--- config.mk ---
export PLATFORM = sky130hd
export DESIGN_NAME = prs_ramp_regs
export DESIGN_NICKNAME = d
export VERILOG_FILES = /design/src/rtl/prs_pkg.sv /design/src/rtl/prs_sync3.sv /design/src/rtl/prs_spread_mod.sv /design/src/rtl/prs_ramp_regs.sv
export VERILOG_INCLUDE_DIRS = /design/src /design/src/rtl
export SDC_FILE = /design/constraint.sdc
export NUM_CORES = 1
export LEC_CHECK = 0
export BUFFER_PORTS_ARGS = -buffer_cell sky130_fd_sc_hd__buf_2
export CAP_MARGIN = 20
export CORE_MARGIN = 2
export CORE_UTILIZATION = 45
export DETAILED_ROUTE_END_ITERATION = 8
export PLACE_DENSITY_LB_ADDON = 0.1
export REMOVE_ABC_BUFFERS = 1
export SLEW_MARGIN = 20
export SYNTH_ARGS = -nofsm -noshare
export SYNTH_HDL_FRONTEND = slang
export SYNTH_SLANG_ARGS = --single-unit
export TNS_END_PERCENT = 1
--- constraint.sdc ---
create_clock -name I_CLK -period 7.3 [get_ports I_CLK]
set_input_delay 1.095 -clock I_CLK [delete_from_list [all_inputs] [get_ports I_CLK]]
set_output_delay 1.095 -clock I_CLK [all_outputs]
set_load 0.005 [all_outputs]
--- src/rtl/prs_params.svh ---
// Offsets, field positions, reset values and timing figures of the ramp register group.
// Included by the ramp register files; holds definitions only.
`ifndef PRS_PARAMS_SVH
`define PRS_PARAMS_SVH

// Register offsets on the control port
`define PRS_OFS_OPER_COND 8'h68
`define PRS_OFS_SILENCE 8'h69
`define PRS_OFS_PHASE 8'h6A
`define PRS_OFS_SPREAD_EN 8'h6B
`define PRS_OFS_SPREAD_RANGE 8'h6C
`define PRS_OFS_DIVISOR 8'h6D
`define PRS_OFS_TRI_STEP 8'h6E
`define PRS_OFS_TRI_BOUND 8'h6F

// Reset values
`define PRS_RST_ZERO 8'h00
`define PRS_RST_DIVISOR 8'h50
`define PRS_RST_TRI_STEP 8'h11
`define PRS_RST_TRI_BOUND 8'h24

// Silence report bits
`define PRS_BIT_LEFT_SIL 0
`define PRS_BIT_RIGHT_SIL 1

// Ramp phase setup fields
`define PRS_BIT_PHASE_SYNC 0
`define PRS_BIT_FRAME_SYNC 1
`define PRS_PHASE_LO 2
`define PRS_PHASE_HI 3

// Spread enable setup fields
`define PRS_BIT_TRI_EN 0
`define PRS_BIT_RND_EN 1
`define PRS_BIT_MANUAL 4
`define PRS_BIT_PREDIV 5

// Spread range setup fields
`define PRS_TRI_CTRL_LO 0
`define PRS_TRI_CTRL_HI 3
`define PRS_RND_RANGE_LO 4
`define PRS_RND_RANGE_HI 6

// Triangle step setup fields
`define PRS_RISE_LO 0
`define PRS_RISE_HI 3
`define PRS_FALL_LO 4
`define PRS_FALL_HI 7

// Address pin mode that reports both channels silent
`define PRS_ADR_BOTH_MUTED 5'h03

// Ramp reference: 61.44 MHz over N in manual mode
`define PRS_RAMP_REF_HZ 61440000
`define PRS_AUTO_DIVISOR 8'h50

`endif

--- src/rtl/prs_pkg.sv ---
// Types shared by the ramp register group.
// Assumes prs_params.svh is available for constants.
package prs_pkg;

    typedef enum logic [1:0] {
        PRS_DEEP_SLEEP = 2'h0,
        PRS_SLEEP = 2'h1,
        PRS_OUTPUTS_FLOATING_STATE = 2'h2,
        PRS_PLAY = 2'h3
    } prs_oper_t;

    // Gray along rise -> fall -> rise
    typedef enum logic {
        PRS_RISE = 1'b0,
        PRS_FALL = 1'b1
    } prs_slope_t;

endpackage

--- src/rtl/prs_sync3.sv ---
// Three-stage synchroniser with agreement filter for inputs from pins.
// Assumes i_async may change at any time relative to i_clk.
`timescale 1ns/100ps
module prs_sync3 #(
    parameter int WIDTH = 1
) (
    input wire logic i_clk,               // System clock
    input wire logic i_reset_n,           // Async reset, active low
    input wire logic [WIDTH-1:0] i_async, // Raw pin level
    output logic [WIDTH-1:0] o_level      // Filtered level
);
    logic [WIDTH-1:0] s1_reg;
    logic [WIDTH-1:0] s2_reg;
    logic [WIDTH-1:0] s3_reg;
    logic [WIDTH-1:0] level_reg;
    integer k;

    always_ff @(posedge i_clk or negedge i_reset_n) begin
        if (!i_reset_n) begin
            s1_reg <= '0;
            s2_reg <= '0;
            s3_reg <= '0;
        end else begin
            s1_reg <= i_async;
            s2_reg <= s1_reg;
            s3_reg <= s2_reg;
        end
    end

    // A change counts only once the last two stages agree
    always_ff @(posedge i_clk or negedge i_reset_n) begin
        if (!i_reset_n) begin
            level_reg <= '0;
        end else begin
            for (k = 0; k < WIDTH; k = k + 1) begin
                if (s2_reg[k] == s3_reg[k]) begin
                    level_reg[k] <= s3_reg[k];
                end
            end
        end
    end

    assign o_level = level_reg;
endmodule

--- src/rtl/prs_spread_mod.sv ---
// Spread-spectrum offset generator for the ramp period: triangle sweep or random.
// Assumes i_step pulses once per ramp period; offset is added to the base divisor.
`timescale 1ns/100ps
module prs_spread_mod
    import prs_pkg::*;
#(
    parameter int OFS_W = 8
) (
    input wire logic i_clk,                // System clock
    input wire logic i_reset_n,            // Async reset, active low
    input wire logic i_step,               // Advance once per period
    input wire logic i_tri_en,             // Triangle sweep on
    input wire logic i_rnd_en,             // Random spread on
    input wire logic i_manual,             // Manual step sizes in force
    input wire logic [3:0] i_tri_ctrl,     // Triangle range in automatic and manual mode
    input wire logic [2:0] i_rnd_range,    // Random range
    input wire logic [3:0] i_rise_step,    // Manual rise step
    input wire logic [3:0] i_fall_step,    // Manual fall step
    output logic [OFS_W-1:0] o_offset      // Period offset in ramp ticks
);
    prs_slope_t slope_reg;
    logic [OFS_W-1:0] tri_reg;
    logic [15:0] lfsr_reg;
    logic [OFS_W-1:0] offset_reg;
    logic [OFS_W-1:0] tri_limit;
    logic [OFS_W-1:0] up_step;
    logic [OFS_W-1:0] dn_step;
    logic [OFS_W-1:0] rnd_mask;

    always_comb begin
        tri_limit = {{(OFS_W-4){1'b0}}, i_tri_ctrl} << 2;
        up_step = i_manual ? {{(OFS_W-4){1'b0}}, i_rise_step} : {{(OFS_W-1){1'b0}}, 1'b1};
        dn_step = i_manual ? {{(OFS_W-4){1'b0}}, i_fall_step} : {{(OFS_W-1){1'b0}}, 1'b1};
        // Shift amount is widened first so the top range does not wrap to zero
        rnd_mask = (OFS_W)'(({{(OFS_W-1){1'b0}}, 1'b1} << ({1'b0, i_rnd_range} + 4'h1)) - 1);
    end

    // Triangle sweep; the turn points clip so a large step never overshoots
    always_ff @(posedge i_clk or negedge i_reset_n) begin
        if (!i_reset_n) begin
            slope_reg <= PRS_RISE;
            tri_reg <= '0;
        end else if (!i_tri_en) begin
            slope_reg <= PRS_RISE;
            tri_reg <= '0;
        end else if (i_step) begin
            case (slope_reg)
                PRS_RISE: begin
                    if (tri_reg + up_step >= tri_limit) begin
                        tri_reg <= tri_limit;
                        slope_reg <= PRS_FALL;
                    end else begin
                        tri_reg <= tri_reg + up_step;
                    end
                end
                PRS_FALL: begin
                    if (tri_reg <= dn_step) begin
                        tri_reg <= '0;
                        slope_reg <= PRS_RISE;
                    end else begin
                        tri_reg <= tri_reg - dn_step;
                    end
                end
                default: begin
                    slope_reg <= PRS_RISE;
                end
            endcase
        end
    end

    always_ff @(posedge i_clk or negedge i_reset_n) begin
        if (!i_reset_n) begin
            lfsr_reg <= 16'hACE1;
        end else if (i_step) begin
            lfsr_reg <= {lfsr_reg[14:0], lfsr_reg[15] ^ lfsr_reg[13] ^ lfsr_reg[12] ^ lfsr_reg[10]};
        end
    end

    // Triangle wins when both modes are on
    always_ff @(posedge i_clk or negedge i_reset_n) begin
        if (!i_reset_n) begin
            offset_reg <= '0;
        end else if (i_tri_en) begin
            offset_reg <= tri_reg;
        end else if (i_rnd_en) begin
            offset_reg <= lfsr_reg[OFS_W-1:0] & rnd_mask;
        end else begin
            offset_reg <= '0;
        end
    end

    assign o_offset = offset_reg;
endmodule

--- src/rtl/prs_ramp_regs.sv ---
// Ramp phase and spread-spectrum register group with power and silence reports.
// Assumes a control-port byte access already decoded from the serial control bus,
// status inputs from same-clock logic, and the audio frame clock straight from its pin.
// Functional notes
// (RULE_01) The byte at 0x68 reads the operating state: 0 deep sleep, 1 sleep, 2 floating, 3 play.
// (RULE_02) Bit 1 of the silence report reads 1 exactly while the right channel is auto muted.
// (RULE_03) Bit 0 of the silence report reads 1 exactly while the left channel is auto muted.
// (RULE_04) Bits 3-2 of the phase setup pick ramp phase 0 to 3 and reset to 00.
// (RULE_05) Software writes the phase choice before it puts the device into play.
// (RULE_06) Staggered devices are all given the same ramp frequency and spread settings.
// (RULE_07) Bit 1 of the phase setup aligns the output PWM phase to the audio framing.
// (RULE_08) Bit 0 of the phase setup enables ramp phase sync and resets to 0.
// (RULE_09) In manual mode bit 5 of the first spread byte runs the ramp from the clock halved.
// (RULE_10) Bit 4 of the first spread byte puts the spread controller in manual mode, reset 0.
// (RULE_11) Bit 1 of the first spread byte enables random spread, its range in bits 6-4 of the second.
// (RULE_12) Bit 0 of the first spread byte enables triangle spread, set by bits 3-0 of the second.
// (RULE_13) In manual mode the divisor N in the third spread byte sets the ramp to 61.44 MHz over N.
// (RULE_14) In manual mode bits 7-4 of the fourth spread byte set the triangle fall step, reset 0001.
// (RULE_15) In manual mode bits 3-0 of the fourth spread byte set the triangle rise step, reset 0001.
// (RULE_16) With address pin mode 00011 the pin flag is high only while both channels are muted.
// (RULE_17) Reserved status bits read zero and writes to the status bytes change nothing.
`timescale 1ns/100ps
`include "prs_params.svh"
module prs_ramp_regs
    import prs_pkg::*;
#(
    parameter int PER_W = 10
) (
    input wire logic I_CLK,               // System clock, 50 MHz
    input wire logic I_RESET_N,           // Async reset, active low
    input wire logic [7:0] I_REG_ADDR,    // Control port byte address
    input wire logic I_REG_WR,            // Write strobe, one cycle
    input wire logic [7:0] I_REG_WDATA,   // Write data
    input wire logic I_REG_RD,            // Read strobe, one cycle
    output logic [7:0] O_REG_RDATA,       // Read data, valid cycle after I_REG_RD
    input wire logic [1:0] I_OPER_CODE,   // Operating state from the power sequencer
    input wire logic I_LEFT_SILENCE,      // Left channel auto muted
    input wire logic I_RIGHT_SILENCE,     // Right channel auto muted
    input wire logic [4:0] I_ADR_MODE,    // Address pin function select
    output logic O_ADR_FLAG,              // Address pin function output
    input wire logic I_FRAME_CLK,         // Audio frame clock pin, asynchronous
    input wire logic I_PHASE_SYNC,        // Ramp phase sync from peer logic, pulse
    output logic O_RAMP_START,            // Ramp period start, one-cycle pulse
    output logic [1:0] O_RAMP_PHASE,      // Selected ramp phase
    output logic [PER_W-1:0] O_RAMP_PERIOD, // Current period in ramp ticks
    output logic [7:0] O_TRI_BOUND        // Stored triangle bound setup byte
);
    // Ramp source reference; the system clock stands in for the PLL here
    localparam longint RAMP_REF_HZ = `PRS_RAMP_REF_HZ;

    logic [7:0] phase_reg;
    logic [7:0] spread_en_reg;
    logic [7:0] spread_range_reg;
    logic [7:0] divisor_reg;
    logic [7:0] tri_step_reg;
    logic [7:0] tri_bound_reg;
    logic [7:0] rdata_reg;
    logic [7:0] oper_reg;
    logic [7:0] silence_reg;
    logic adr_flag_reg;
    logic frame_level;
    logic frame_prev_reg;
    logic frame_edge;
    logic prediv_reg;
    logic ramp_tick;
    logic [PER_W-1:0] count_reg;
    logic [PER_W-1:0] period;
    logic [PER_W-1:0] period_reg;
    logic start_reg;
    logic restart;
    logic [7:0] spread_offset;
    logic manual;
    prs_oper_t oper_code;

    // One place decides whether an address is a writable setup byte
    function automatic logic is_setup(input logic [7:0] addr);
        is_setup = (addr >= `PRS_OFS_PHASE) && (addr <= `PRS_OFS_TRI_BOUND);
    endfunction

    function automatic logic wr_hit(input logic [7:0] addr, input logic [7:0] ofs, input logic wr);
        wr_hit = wr && is_setup(addr) && (addr == ofs);
    endfunction

    assign manual = spread_en_reg[`PRS_BIT_MANUAL];
    assign oper_code = prs_oper_t'(I_OPER_CODE);

    // Status bytes only follow the device state; writes never reach them
    always_ff @(posedge I_CLK or negedge I_RESET_N) begin
        if (!I_RESET_N) begin
            oper_reg <= `PRS_RST_ZERO;
        end else begin
            oper_reg <= {6'h00, oper_code}; // [RULE_01] [RULE_17]
        end
    end

    always_ff @(posedge I_CLK or negedge I_RESET_N) begin
        if (!I_RESET_N) begin
            silence_reg <= `PRS_RST_ZERO;
        end else begin
            silence_reg <= `PRS_RST_ZERO; // [RULE_17]
            silence_reg[`PRS_BIT_RIGHT_SIL] <= I_RIGHT_SILENCE; // [RULE_02]
            silence_reg[`PRS_BIT_LEFT_SIL] <= I_LEFT_SILENCE; // [RULE_03]
        end
    end

    always_ff @(posedge I_CLK or negedge I_RESET_N) begin
        if (!I_RESET_N) begin
            adr_flag_reg <= 1'b0;
        end else begin
            adr_flag_reg <= (I_ADR_MODE == `PRS_ADR_BOTH_MUTED)
                && I_LEFT_SILENCE && I_RIGHT_SILENCE; // [RULE_16]
        end
    end

    // Phase choice is taken at any time; software sets it before play
    always_ff @(posedge I_CLK or negedge I_RESET_N) begin
        if (!I_RESET_N) begin
            phase_reg <= `PRS_RST_ZERO; // [RULE_04] [RULE_08]
        end else if (wr_hit(I_REG_ADDR, `PRS_OFS_PHASE, I_REG_WR)) begin
            phase_reg <= I_REG_WDATA; // [RULE_05]
        end
    end

    always_ff @(posedge I_CLK or negedge I_RESET_N) begin
        if (!I_RESET_N) begin
            spread_en_reg <= `PRS_RST_ZERO; // [RULE_10]
        end else if (wr_hit(I_REG_ADDR, `PRS_OFS_SPREAD_EN, I_REG_WR)) begin
            spread_en_reg <= I_REG_WDATA;
        end
    end

    always_ff @(posedge I_CLK or negedge I_RESET_N) begin
        if (!I_RESET_N) begin
            spread_range_reg <= `PRS_RST_ZERO;
        end else if (wr_hit(I_REG_ADDR, `PRS_OFS_SPREAD_RANGE, I_REG_WR)) begin
            spread_range_reg <= I_REG_WDATA;
        end
    end

    always_ff @(posedge I_CLK or negedge I_RESET_N) begin
        if (!I_RESET_N) begin
            divisor_reg <= `PRS_RST_DIVISOR; // [RULE_13]
        end else if (wr_hit(I_REG_ADDR, `PRS_OFS_DIVISOR, I_REG_WR)) begin
            divisor_reg <= I_REG_WDATA;
        end
    end

    always_ff @(posedge I_CLK or negedge I_RESET_N) begin
        if (!I_RESET_N) begin
            tri_step_reg <= `PRS_RST_TRI_STEP; // [RULE_14] [RULE_15]
        end else if (wr_hit(I_REG_ADDR, `PRS_OFS_TRI_STEP, I_REG_WR)) begin
            tri_step_reg <= I_REG_WDATA;
        end
    end

    always_ff @(posedge I_CLK or negedge I_RESET_N) begin
        if (!I_RESET_N) begin
            tri_bound_reg <= `PRS_RST_TRI_BOUND;
        end else if (wr_hit(I_REG_ADDR, `PRS_OFS_TRI_BOUND, I_REG_WR)) begin
            tri_bound_reg <= I_REG_WDATA;
        end
    end

    // Read mux; unmapped addresses answer zero
    always_ff @(posedge I_CLK or negedge I_RESET_N) begin
        if (!I_RESET_N) begin
            rdata_reg <= `PRS_RST_ZERO;
        end else if (I_REG_RD) begin
            if (I_REG_ADDR == `PRS_OFS_OPER_COND) begin
                rdata_reg <= oper_reg; // [RULE_01]
            end else if (I_REG_ADDR == `PRS_OFS_SILENCE) begin
                rdata_reg <= silence_reg; // [RULE_02] [RULE_03]
            end else if (I_REG_ADDR == `PRS_OFS_PHASE) begin
                rdata_reg <= phase_reg;
            end else if (I_REG_ADDR == `PRS_OFS_SPREAD_EN) begin
                rdata_reg <= spread_en_reg;
            end else if (I_REG_ADDR == `PRS_OFS_SPREAD_RANGE) begin
                rdata_reg <= spread_range_reg;
            end else if (I_REG_ADDR == `PRS_OFS_DIVISOR) begin
                rdata_reg <= divisor_reg;
            end else if (I_REG_ADDR == `PRS_OFS_TRI_STEP) begin
                rdata_reg <= tri_step_reg;
            end else if (I_REG_ADDR == `PRS_OFS_TRI_BOUND) begin
                rdata_reg <= tri_bound_reg;
            end else begin
                rdata_reg <= `PRS_RST_ZERO;
            end
        end
    end

    // Frame clock arrives from a pin, so it is filtered before edge detection
    prs_sync3 #(
        .WIDTH(1)
    ) u_frame_sync (
        .i_clk(I_CLK),
        .i_reset_n(I_RESET_N),
        .i_async(I_FRAME_CLK),
        .o_level(frame_level)
    );

    always_ff @(posedge I_CLK or negedge I_RESET_N) begin
        if (!I_RESET_N) begin
            frame_prev_reg <= 1'b0;
        end else begin
            frame_prev_reg <= frame_level;
        end
    end

    assign frame_edge = frame_level && !frame_prev_reg;

    // Halved source clock only counts in manual mode
    always_ff @(posedge I_CLK or negedge I_RESET_N) begin
        if (!I_RESET_N) begin
            prediv_reg <= 1'b0;
        end else begin
            prediv_reg <= !prediv_reg;
        end
    end

    assign ramp_tick = !(manual && spread_en_reg[`PRS_BIT_PREDIV]) || prediv_reg; // [RULE_09]

    prs_spread_mod #(
        .OFS_W(8)
    ) u_spread (
        .i_clk(I_CLK),
        .i_reset_n(I_RESET_N),
        .i_step(start_reg),
        .i_tri_en(spread_en_reg[`PRS_BIT_TRI_EN]), // [RULE_12]
        .i_rnd_en(spread_en_reg[`PRS_BIT_RND_EN]), // [RULE_11]
        .i_manual(manual),
        .i_tri_ctrl(spread_range_reg[`PRS_TRI_CTRL_HI:`PRS_TRI_CTRL_LO]), // [RULE_12]
        .i_rnd_range(spread_range_reg[`PRS_RND_RANGE_HI:`PRS_RND_RANGE_LO]), // [RULE_11]
        .i_rise_step(tri_step_reg[`PRS_RISE_HI:`PRS_RISE_LO]), // [RULE_15]
        .i_fall_step(tri_step_reg[`PRS_FALL_HI:`PRS_FALL_LO]), // [RULE_14]
        .o_offset(spread_offset)
    );

    // Period is N ticks of the reference in manual mode, else 0x50 ticks, plus the spread offset; a zero sum is held at one tick
    always_comb begin
        period = PER_W'(manual ? divisor_reg : `PRS_AUTO_DIVISOR) + PER_W'(spread_offset); // [RULE_13]
        if (period == '0) begin
            period = PER_W'(1);
        end
    end

    always_ff @(posedge I_CLK or negedge I_RESET_N) begin
        if (!I_RESET_N) begin
            period_reg <= PER_W'(`PRS_RST_DIVISOR);
        end else if (start_reg) begin
            period_reg <= period;
        end
    end

    assign restart = (phase_reg[`PRS_BIT_PHASE_SYNC] && I_PHASE_SYNC) // [RULE_08]
        || (phase_reg[`PRS_BIT_FRAME_SYNC] && frame_edge); // [RULE_07]

    // Restart loads a quarter-period offset per phase step to stagger devices
    always_ff @(posedge I_CLK or negedge I_RESET_N) begin
        if (!I_RESET_N) begin
            count_reg <= '0;
            start_reg <= 1'b0;
        end else if (restart) begin
            count_reg <= PER_W'((period_reg >> 2) * phase_reg[`PRS_PHASE_HI:`PRS_PHASE_LO]); // [RULE_04]
            start_reg <= 1'b0;
        end else if (ramp_tick) begin
            if (count_reg >= period_reg - PER_W'(1)) begin
                count_reg <= '0;
                start_reg <= 1'b1;
            end else begin
                count_reg <= count_reg + PER_W'(1);
                start_reg <= 1'b0;
            end
        end else begin
            start_reg <= 1'b0;
        end
    end

    assign O_REG_RDATA = rdata_reg;
    assign O_ADR_FLAG = adr_flag_reg;
    assign O_RAMP_START = start_reg;
    assign O_RAMP_PHASE = phase_reg[`PRS_PHASE_HI:`PRS_PHASE_LO]; // [RULE_04]
    assign O_RAMP_PERIOD = period_reg;
    assign O_TRI_BOUND = tri_bound_reg;
endmodule

==> run metrics, run 1 <==
clk_lat worst skew 0.42 ns; predominant post-synthesis flop cell dfrtp_1; Die Width 130 microns; met2 Resource Use GR 0.375; max reg flops 16; Achievable Freq 284 MHz; biggest cell delay along the critical path 0.66 ns; peak supply drop 0.000167 V; Tmin final 3.53 ns; met3 Resource Use GR 0.0369; total CTS buffers 17; busiest layer in global routing met2; yosys warns 0; num rows 46; Clock H-tree levels 4; Cell Pwr Density 230 mW/mm^2; status finished, final reports clean; leakage power 0.00381 uW; layout cells sized above 1 0.269; drt via density 5.61; nature of the critical path endpoint register; arrival time of the worst setup path 3.86 ns; antenna violations before repair 0; sequential share of the synthesized area 0.421; Sink Count 120; Inserted Diodes 0; RSZ-0062 raised after global routing no; Routed WL 17.9 mm; Nets 802; Iter 0 DRT Violations 271; grt total ovfl 0; Req. time, crit path 7.63 ns; CTS resizes 0; Hold Vio Cnt, Final 0; DR WL/cell 18.7 microns; synth unique cells 70; CTS clock-pin slew for the worst setup and hold paths 0.06 ns; gpl congestion 0.855; Max Cap Viol 0; P&R area growth vs syn 13.5%; post-CTS setup buffers 0; Syn Area/Cell 10.5 sq um; clk_skew 0.00949 ns; Core Box Area 0.0157 sq mm; endpoints failing setup 0; delay-heaviest family, CP adder cells; period utilisation layout 0.483; port buffer count 59; slew margin rel. 0.306; worst-path maximum fanout 20; WP buf/inv 0; CP startpoint kind register; flops & latches, synth 120; final max-slew violation count 0; Max stage delay cell, worst path dfrtp_1; post-detail-place hpwl 13.2 mm; vias in the first global route 5,367; antenna-violating nets left 0; global-route wire length before repair 28.8 mm; Die Area 0.0170 sq mm; via count 5,365; critical setup path kind register to register; Layout fillers 1,455; total track usage 0.225; Least-Margin Pin Slew 1.04 ns; IO Count 61; M1 GR Usage 0.294; TritonCTS clock tree yes; Cell Area, Synth 0.00717 sq mm; Post-synth EDFFs 0; CP dominant cell by count ha_1; CP cell instances nand2b_1 -> ha_1 -> fa_1 -> a21o_2 -> a21oi_1 -> xnor2_1 -> ha_1 -> o31a_1 -> o21ai_0 -> and4_1 -> mux2_4 -> o221ai_2; residual DRC count 0; Final Core Density 0.518; worst min path class register to register; first-pass detailed-route iteration total 4; Longest Clk Path Bufs 2; TNS Setup 0 ns; hold_buf cts 0; die span in y 130 microns; Clock Tree Root clkbuf_16; FFs w/ async S/R, synth 1.00; Initial Util 0.456; largest net degree at the start of global routing 63; cells after synthesis 683
==> through the flow <==
stage          hold WS, ns  cell area (sq um)  cells  setup WS [ns]  total power (uW)
2_1_floorplan        0.331               7000    648           4.18               982
3_3_place_gp         0.336               7580    925           3.86              1090
3_5_place_dp         0.346               7580    925           3.76              1100
4_1_cts              0.360               8140    956           3.75              1890
5_1_grt              0.360               8140    956           3.52              1970
6_report             0.355               8140    956           3.77              1870
==> per-layer routing <==
metal	vias up	part of all wire
met5	-	0
met4	0	0.022
met2	94	0.50
li1	2581	-
met1	2665	0.45
met3	25	0.033
==> cells in the mapped netlist, types with 6 or more instances <==
| library cell | n | area [sq um] |
|---|---|---|
| buf_2 | 9 | 45.0 |
| nand3_1 | 14 | 70.1 |
| o211ai_1 | 12 | 90.1 |
| buf_4 | 6 | 45.0 |
| o21ai_0 | 45 | 225 |
| nor3_1 | 11 | 55.1 |
| nand2_1 | 47 | 176 |
| nor2_1 | 30 | 113 |
| a21oi_1 | 22 | 110 |
| a21o_1 | 10 | 75.1 |
| a221oi_1 | 6 | 52.6 |
| clkbuf_1 | 18 | 67.6 |
| ha_1 | 39 | 488 |
| xor2_1 | 10 | 87.6 |
| inv_1 | 31 | 116 |
| nor2b_1 | 10 | 62.6 |
| nand4_1 | 13 | 81.3 |
| or3_1 | 6 | 37.5 |
| and2_1 | 18 | 113 |
| dfstp_2 | 16 | 420 |
| xnor2_1 | 15 | 131 |
| mux2i_1 | 14 | 140 |
| dfrtp_1 | 104 | 2600 |
| mux2_2 | 72 | 811 |
| nand2b_1 | 12 | 75.1 |
| o21a_1 | 8 | 60.1 |
==> final cells by class <==
cell class | instances | area (sq um) | area share
Sequential cell | 120 | 3020 | 0.371
Timing Repair Buffer | 61 | 313 | 0.0384
Tap cell | 216 | 270 | 0.0332
Inverter | 32 | 120 | 0.0148
Multi-Input combinational cell | 496 | 3860 | 0.474
Clock buffer | 18 | 429 | 0.0527
Clock inverter | 13 | 126 | 0.0155
==> cell usage in the layout, fill, tap and decap left out, types with 4 or more instances in the layout <==
cell type and instances:
nand4_1 13, a221oi_1 6, and2_1 18, mux4_2 4
a21oi_1 22, nand2_1 47, a21o_1 10, o2111ai_1 4
a211oi_1 4, xnor2_1 15, mux2_2 72, a211oi_2 4
clkinv_4 5, nor3_1 11, nor2b_1 10, nor2_1 30
o211ai_1 12, fa_1 4, nand2b_1 12, dfrtp_1 104
mux2i_1 14, inv_1 31, clkbuf_16 17, nand3_1 14
buf_2 58, o21a_1 8, or3_1 6, dfstp_2 16
clkinvlp_4 4, xor2_1 10, o22ai_1 4, o21ai_0 45
o31ai_1 5, ha_1 39, nor4_1 4
==> report_power, final <==
part / total [uW] / switching [uW] / internal, uW
clock network: 784 / 315 / 469
registers: 791 / 66.4 / 725
logic: 295 / 166 / 130
==> cells by family (layout without fill, tap and decap cells) <==
logic type	after synthesis	after routing	synth area share
AO/OA/AOI/OAI	154	154	0.148
XOR/XNOR	25	25	0.0305
multiplexers	91	91	0.147
buffers and inverters	67	124	0.0408
other	2	2	0.00105
flip-flops	120	120	0.421
AND/OR/NAND/NOR	180	180	0.130
adder cells (fa/ha/maj)	44	44	0.0806
==> path summary, 6_finish.rpt <==
check	startpoint	end	slack, ns	cells after the start
min in group asynchronous	I_RESET_N	u_spread.tri_reg[7]	0.76	1
min reg2reg	u_frame_sync.s1_reg	u_frame_sync.s2_reg	0.35	0
max	spread_en_reg[4]	u_spread.tri_reg[2]	3.77	12
max reg2reg	spread_en_reg[4]	u_spread.tri_reg[2]	3.77	12
max in group asynchronous	I_RESET_N	tri_step_reg[5]	5.28	2
min	u_frame_sync.s1_reg	u_frame_sync.s2_reg	0.35	0
Power figures use the tool's default switching activity.
==> run 2, diff against run 1 <==
--- a/config.mk
+++ b/config.mk
@@ -6,6 +6,7 @@
 export SDC_FILE = /design/constraint.sdc
 export NUM_CORES = 1
 export LEC_CHECK = 0
+export ABC_AREA = 1
 export BUFFER_PORTS_ARGS = -buffer_cell sky130_fd_sc_hd__buf_2
 export CAP_MARGIN = 20
 export CORE_MARGIN = 2
==> constraint.sdc (replaced) <==
create_clock -name I_CLK -period 3.1 [get_ports I_CLK]
set_input_delay 0.465 -clock I_CLK [delete_from_list [all_inputs] [get_ports I_CLK]]
set_output_delay 0.465 -clock I_CLK [all_outputs]
set_load 0.005 [all_outputs]
==> run 2 against run 1 <==
  * Critical path depth increased by 7
  * Synthesized area increased by 0.85%
  * Combinational power increased by 1%
  * Register-to-register slack got worse by 3.6 ns
  * Sequential power increased by 110%
==> run metrics, run 2 <==
status finished, final reports clean; drt via density 5.16 (-8.0%); worst-path maximum fanout 5 (-75%); Hold Vio Cnt, Final 0 (unchanged); critical setup path kind register to register; Clock H-tree levels 4 (unchanged); Layout fillers 1,543 (+6.0%); port buffer count 59 (unchanged); first-pass detailed-route iteration total 6 (+2); pre-CTS setup slack 0.0918 ns (-3.67 ns); leakage power 0.00443 uW (+16%); Cell Area, Synth 0.00723 sq mm (+0.85%); Sink Count 120 (unchanged); combinational power share 0.071 (-0.087); peak supply drop 0.000355 V (+110%); switching part of the total power 0.237 (-0.0556); grt total ovfl 0 (unchanged); gpl congestion 0.928 (+8.5%); most frequent cells in the layout 256 x nand2_1, 123 x inv_1, 104 x dfrtp_1; largest net degree at the start of global routing 61 (-3.2%); hold_buf cts 0 (unchanged); vias in the first global route 5,944 (+11%); residual DRC count 0 (unchanged); Core Box Area 0.0158 sq mm (+0.37%); FFs w/ async S/R, synth 1.00 (unchanged); ranking of synthesized cells by area dfrtp_1 36%, nand2_1 13%, ha_1 6.7%; Synth area leader dfrtp_1; Max Cap Viol 0 (unchanged); Inserted Diodes 0 (unchanged); Clock Tree Root clkbuf_16; slew margin rel. 0.481 (+0.175); worst min path class input pin to async pin; Req. time, crit path 3.41 ns (-4.22 ns); Die Width 131 microns (+0.41%); die span in y 131 microns (+0.41%); P&R area growth vs syn 17.0%; Nets 1,074 (+34%); clock share of power 0.525 (+0.106); clk_lat worst skew 0.42 ns (about the same); Initial Util 0.459 (+0.00222); post-detail-place hpwl 13.9 mm (+5.1%); total track usage 0.234 (+0.00929); DR WL/cell 15.2 microns (-19%); Cell Pwr Density 496 mW/mm^2 (+120%); max reg flops 16 (unchanged); TritonCTS clock tree yes; setup ws final 0.224 ns (-3.55 ns); Achievable Freq 348 MHz (+23%); leading cell type in the layout, fill and taps excluded nand2_1; RSZ-0062 raised after global routing no; Least-Margin Pin Slew 0.778 ns (-0.263 ns); Iter 0 DRT Violations 393 (+45%); antenna-violating nets left 0 (unchanged); CP startpoint kind register; Tmin final 2.88 ns (-0.649 ns); Syn Area/Cell 7.73 sq um (-26%); nature of the critical path endpoint register; global-route wire length before repair 30.5 mm (+6.0%); Die Area 0.0171 sq mm (+0.82%); yosys warns 0 (unchanged); Longest Clk Path Bufs 2 (unchanged); period utilisation layout 0.928 (+0.445); Post-synth EDFFs 0 (unchanged); IO Count 61 (unchanged); layout cells sized above 1 0.153 (-0.116); clk_skew 0.00793 ns (-0.00156 ns); arrival time of the worst setup path 3.18 ns (-0.68 ns); NetSw 993 uW (+82%); predominant post-synthesis flop cell dfrtp_1; CTS clock-pin slew for the worst setup and hold paths 0.06 ns (about the same); internal power 3200 uW (+140%); top cells by count, synth 257 x nand2_1, 123 x inv_1, 104 x dfrtp_1, 74 x nand3_1, 68 x nor2_1; sequential power share 0.404 (-0.019); flops & latches, synth 120 (unchanged); most common cell in the synthesized netlist nand2_1; num rows 46 (unchanged); antenna violations before repair 0 (unchanged); Synth top area share 0.360 (-0.00308); Routed WL 18.7 mm (+4.5%); synth unique cells 51 (-27%); endpoints failing setup 0 (unchanged); TNS Setup 0 ns (unchanged); cells after synthesis 936 (+37%); via count 6,342 (+18%); total CTS buffers 17 (unchanged); final max-slew violation count 0 (unchanged); sequential share of the synthesized area 0.418 (-0.00357)
run 2: cell count changes after synthesis, sizes merged, moves of 9 or more:
cell | before | now
o21ai | 47 | 94
o211ai | 12 | 3
nor2b | 10 | 0
mux2i | 14 | 0
and2 | 18 | 2
mux2 | 73 | 0
nand2b | 12 | 0
nor2 | 31 | 71
inv | 31 | 124
nand3 | 14 | 78
nand2 | 47 | 261
a21o | 11 | 0
run 2: what timing repair did:
action                                  4_1_cts  5_1_grt
endpoints found under the setup margin        0       15
buffers inserted                              0        2
resized for setup                             0       10
run 2: power by group through the flow:
stage,clock [uW],sequential (uW),combinational [uW]
2_1_floorplan,0,1690,196
4_1_cts,2230,1690,301
3_3_place_gp,0,1720,293
5_1_grt,2310,1700,348
6_report,2200,1690,299
3_5_place_dp,0,1720,299
run 2: worst paths after layout:
kind / start / to / slack (ns) / depth (start not counted)
worst max-delay path: spread_en_reg[4] / u_spread.tri_reg[3] / 0.22 / 19
worst min register to register: u_frame_sync.s1_reg / u_frame_sync.s2_reg / 0.35 / 0
max in group asynchronous: I_RESET_N / divisor_reg[4] / 2.16 / 2
worst max register to register: spread_en_reg[4] / u_spread.tri_reg[3] / 0.22 / 19
worst min-delay path: I_RESET_N / u_spread.lfsr_reg[9] / 0.13 / 1
min in group I_CLK: I_OPER_CODE[1] / oper_reg[1] / 0.15 / 1
run 2: per-layer routing:
metal | track usage | up-vias | wire length, microns
met2 | 0.377 | 167 | 8710
met5 | 0 | - | 0
li1 | - | 3185 | -
met4 | 0.0851 | 0 | 273
met3 | 0.0440 | 23 | 898
met1 | 0.317 | 2967 | 8830
run 2: cells by family after synthesis:
group           synth area share
simple gates               0.278
buf+inv                   0.0853
compound gates             0.116
flops                      0.418
fa+ha+maj                 0.0799
xor+xnor                  0.0218
other cells              0.00104
run 2: critical path, cell delays in order, from the launching register on:
cell,delay (ns)
dfrtp_1,0.34
inv_1,0.06
or2_2,0.27
ha_1,0.22
fa_2,0.35
nand3_1,0.10
nand3_2,0.09
xor2_1,0.21
inv_1,0.07
ha_1,0.27
nand2_1,0.06
inv_1,0.03
nand2_1,0.05
nand3_1,0.07
nor2_2,0.12
nand2_2,0.11
nor2_4,0.16
nand2_1,0.07
nand3_1,0.07
nand2_1,0.05
run 2: per-stage QoR:
step	total power [uW]	util	cells	hold WS, ns	instance area, sq um
final	4190	0.536	1229	0.129	8460
after global routing	4360	0.536	1229	0.134	8460
after CTS	4230	0.532	1227	0.136	8400
after detailed placement	2020	0.491	1195	0.338	7740
after global placement	2010	0.491	1195	0.338	7740
after floorplan	1890	-	910	0.169	7090
run 2: cell type report:
cell class,instances,area [sq um],share of cell area
multi-input cells,665,3640,0.430
flip-flops and latches,120,3020,0.357
inverters,125,469,0.0555
clock buffers,20,457,0.0540
repair buffers,71,400,0.0473
well taps,216,270,0.0319
clock inverters,12,199,0.0235
==> run 3, diff against run 2 <==
--- a/config.mk
+++ b/config.mk
@@ -10,7 +10,7 @@
 export BUFFER_PORTS_ARGS = -buffer_cell sky130_fd_sc_hd__buf_2
 export CAP_MARGIN = 20
 export CORE_MARGIN = 2
-export CORE_UTILIZATION = 45
+export CORE_UTILIZATION = 35
 export DETAILED_ROUTE_END_ITERATION = 8
 export PLACE_DENSITY_LB_ADDON = 0.1
 export REMOVE_ABC_BUFFERS = 1
==> run 3 against run 2 <==
  * Sequential power hardly changed
  * Via count down 3.3%
  * Register-to-register slack improved by 0.02 ns
  * Global-route usage down 4.2 points
  * Maximum frequency increased by 0.58%
  * Setup slack gained 0.017 ns
  * Clock-buffer cell count is 2 lower
  * Critical path type unchanged
  * Highest routed layer unchanged
  * Total power shrank 5.9%
  * Non-clock buffer count increased by 2
  * Combinational power is essentially flat
  * Clock skew increased by 0.0019 ns
==> run metrics, run 3 (same netlist as run 2, synthesis figures left out) <==
status finished, final reports clean; worst min path class input pin to register; Routed met3 length 717 microns (-20%); worst-path maximum fanout 5 (unchanged); Nets 1,076 (+0.19%); period utilisation layout 0.922 (-0.00538); CTS clock-pin slew for the worst setup and hold paths 0.06 ns (about the same); Sink Count 120 (unchanged); total CTS buffers 17 (unchanged); antenna-violating nets left 0 (unchanged); Inserted Diodes 0 (unchanged); die span in y 148 microns (+13%); vias in the first global route 6,153 (+3.5%); Met2 Wirelength 9.02 mm (+3.6%); Tmin final 2.86 ns (-0.0167 ns); drt via density 4.77 (-7.5%); largest net degree at the start of global routing 64 (+4.9%); Longest Clk Path Bufs 2 (unchanged); Clock Tree Root clkbuf_16; setup ws final 0.241 ns (+0.0167 ns); total track usage 0.192 (-0.0421); final instance area 0.00845 sq mm (about the same); Die Area 0.0218 sq mm (+28%); clk_skew 0.00984 ns (+0.00191 ns); Req. time, crit path 3.42 ns (about the same); P&R area growth vs syn 16.9% (about the same); first-pass detailed-route iteration total 5 (-1); clk_lat worst skew 0.43 ns (about the same); Cell Pwr Density 466 mW/mm^2 (-5.9%); RSZ-0062 raised after global routing no; Core Box Area 0.0202 sq mm (+28%); peak supply drop 0.000297 V (-16%); TNS Setup 0 ns (unchanged); Max Cap Viol 0 (unchanged); Clock H-tree levels 4 (unchanged); gpl congestion 0.805 (-13%); max reg flops 16 (unchanged); leading cell type in the layout, fill and taps excluded nand2_1; TritonCTS clock tree yes; final max-slew violation count 0 (unchanged); Initial Util 0.357 (-0.101); antenna violations before repair 0 (unchanged); endpoints failing setup 0 (unchanged); layout cells sized above 1 0.152 (-0.00129); critical setup path kind register to register; Iter 0 DRT Violations 349 (-11%); pre-CTS setup slack 0.118 ns (+0.0259 ns); most frequent cells in the layout 256 x nand2_1, 123 x inv_1, 104 x dfrtp_1; Least-Margin Pin Slew 0.631 ns (-0.147 ns); port buffer count 59 (unchanged); arrival time of the worst setup path 3.18 ns (about the same); dpl cell area 0.00782 sq mm (+1.1%); global-route wire length before repair 32.6 mm (+7.0%); post-detail-place hpwl 14.8 mm (+6.3%); num rows 52 (+13%); via count 6,135 (-3.3%); grt total ovfl 0 (unchanged); CP startpoint kind register; slew margin rel. 0.579 (+0.0974); Achievable Freq 350 MHz (+0.58%); Routed WL 19.6 mm (+4.8%); R2R Setup Slk 0.24 ns (+0.02 ns); IO Count 61 (unchanged); leakage power 0.00440 uW (-0.65%); residual DRC count 0 (unchanged); nature of the critical path endpoint register; DR WL/cell 15.2 microns (+0.20%); WL met1 9.64 mm (+9.3%); Top Layer Used met4; Layout fillers 2,115 (+37%); Hold Vio Cnt, Final 0 (unchanged); Die Width 148 microns (+13%)
## run 3: cell types whose count changed in the layout (fill, tap and decap cells not counted)
cell,previous run,this run
clkbuf_1,1,0
inv_8,0,2
bufinv_16,5,1
nand3_2,6,4
nor3b_1,0,1
nor3b_2,1,0
clkinvlp_4,4,1
inv_6,0,3
nand3_1,71,73
buf_4,12,13
clkinv_4,1,5
clkbuf_8,2,1
dlygate4sd3_1,0,1
## run 3: report_power, final
group	total [uW]	internal [uW]	switching (uW)
combinational	299	114	185
clock	1950	1140	810
sequential	1690	1620	72.0
total	3940	2880	1070
## run 3: final cells by class
type                            instances  area [sq um]  area share
Clock buffer                           18           439      0.0519
Clock inverter                         14           140      0.0166
Inverter                              125           469      0.0555
Multi-Input combinational cell        665          3630       0.429
Sequential cell                       120          3020       0.358
Tap cell                              270           338      0.0400
Timing Repair Buffer                   73           418      0.0494
## run 3: path summary, 6_finish.rpt
| kind | start | to | cells past startpoint |
|---|---|---|---|
| min in group asynchronous | I_RESET_N | phase_reg[7] | 2 |
| max in group asynchronous | I_RESET_N | tri_step_reg[0] | 3 |
| max reg2reg | spread_en_reg[4] | u_spread.tri_reg[2] | 20 |
| min reg2reg | u_frame_sync.s1_reg | u_frame_sync.s2_reg | 0 |
| min | I_FRAME_CLK | u_frame_sync.s1_reg | 1 |
| max | spread_en_reg[4] | u_spread.tri_reg[2] | 20 |
## run 3: through the flow
stage / std cells / total power (uW) / util / hold slack, ns
final: 1285 / 3940 / 0.418 / 0.140
after global routing: 1285 / 4130 / 0.418 / 0.127
after CTS: 1284 / 3990 / 0.416 / 0.123
after detailed placement: 1251 / 2020 / 0.387 / 0.337
after global placement: 1251 / 2020 / 0.387 / 0.333
after floorplan: 910 / 1890 / - / 0.169
## run 3: critical path, stage by stage (launching register included)
cell and delay [ns]:
dfrtp_1 0.34, inv_1 0.05, or2_2 0.27, ha_1 0.22
fa_2 0.36, nand3_1 0.09, nand3_1 0.12, xor2_1 0.21
inv_1 0.07, ha_1 0.26, nand2_1 0.06, inv_1 0.03
nand2_1 0.05, nand3_1 0.07, nor2_2 0.12, nand2_2 0.09
buf_4 0.15, nand4_1 0.06, nand2_1 0.05, inv_1 0.04
nand2_1 0.04
## run 3: per-layer routing
| layer | vias up | GRT usage |
|---|---|---|
| li1 | 3185 | - |
| met4 | 0 | 0.0466 |
| met5 | - | 0 |
| met1 | 2817 | 0.266 |
| met3 | 18 | 0.0380 |
| met2 | 115 | 0.310 |
## run 3: timing repair
item | CTS | global route
endpoints found under the hold margin | 24 | 0
setup buffers | 0 | 1
resized for setup | 0 | 7
setup endpoints to repair | 0 | 7
hold buffers | 1 | 0
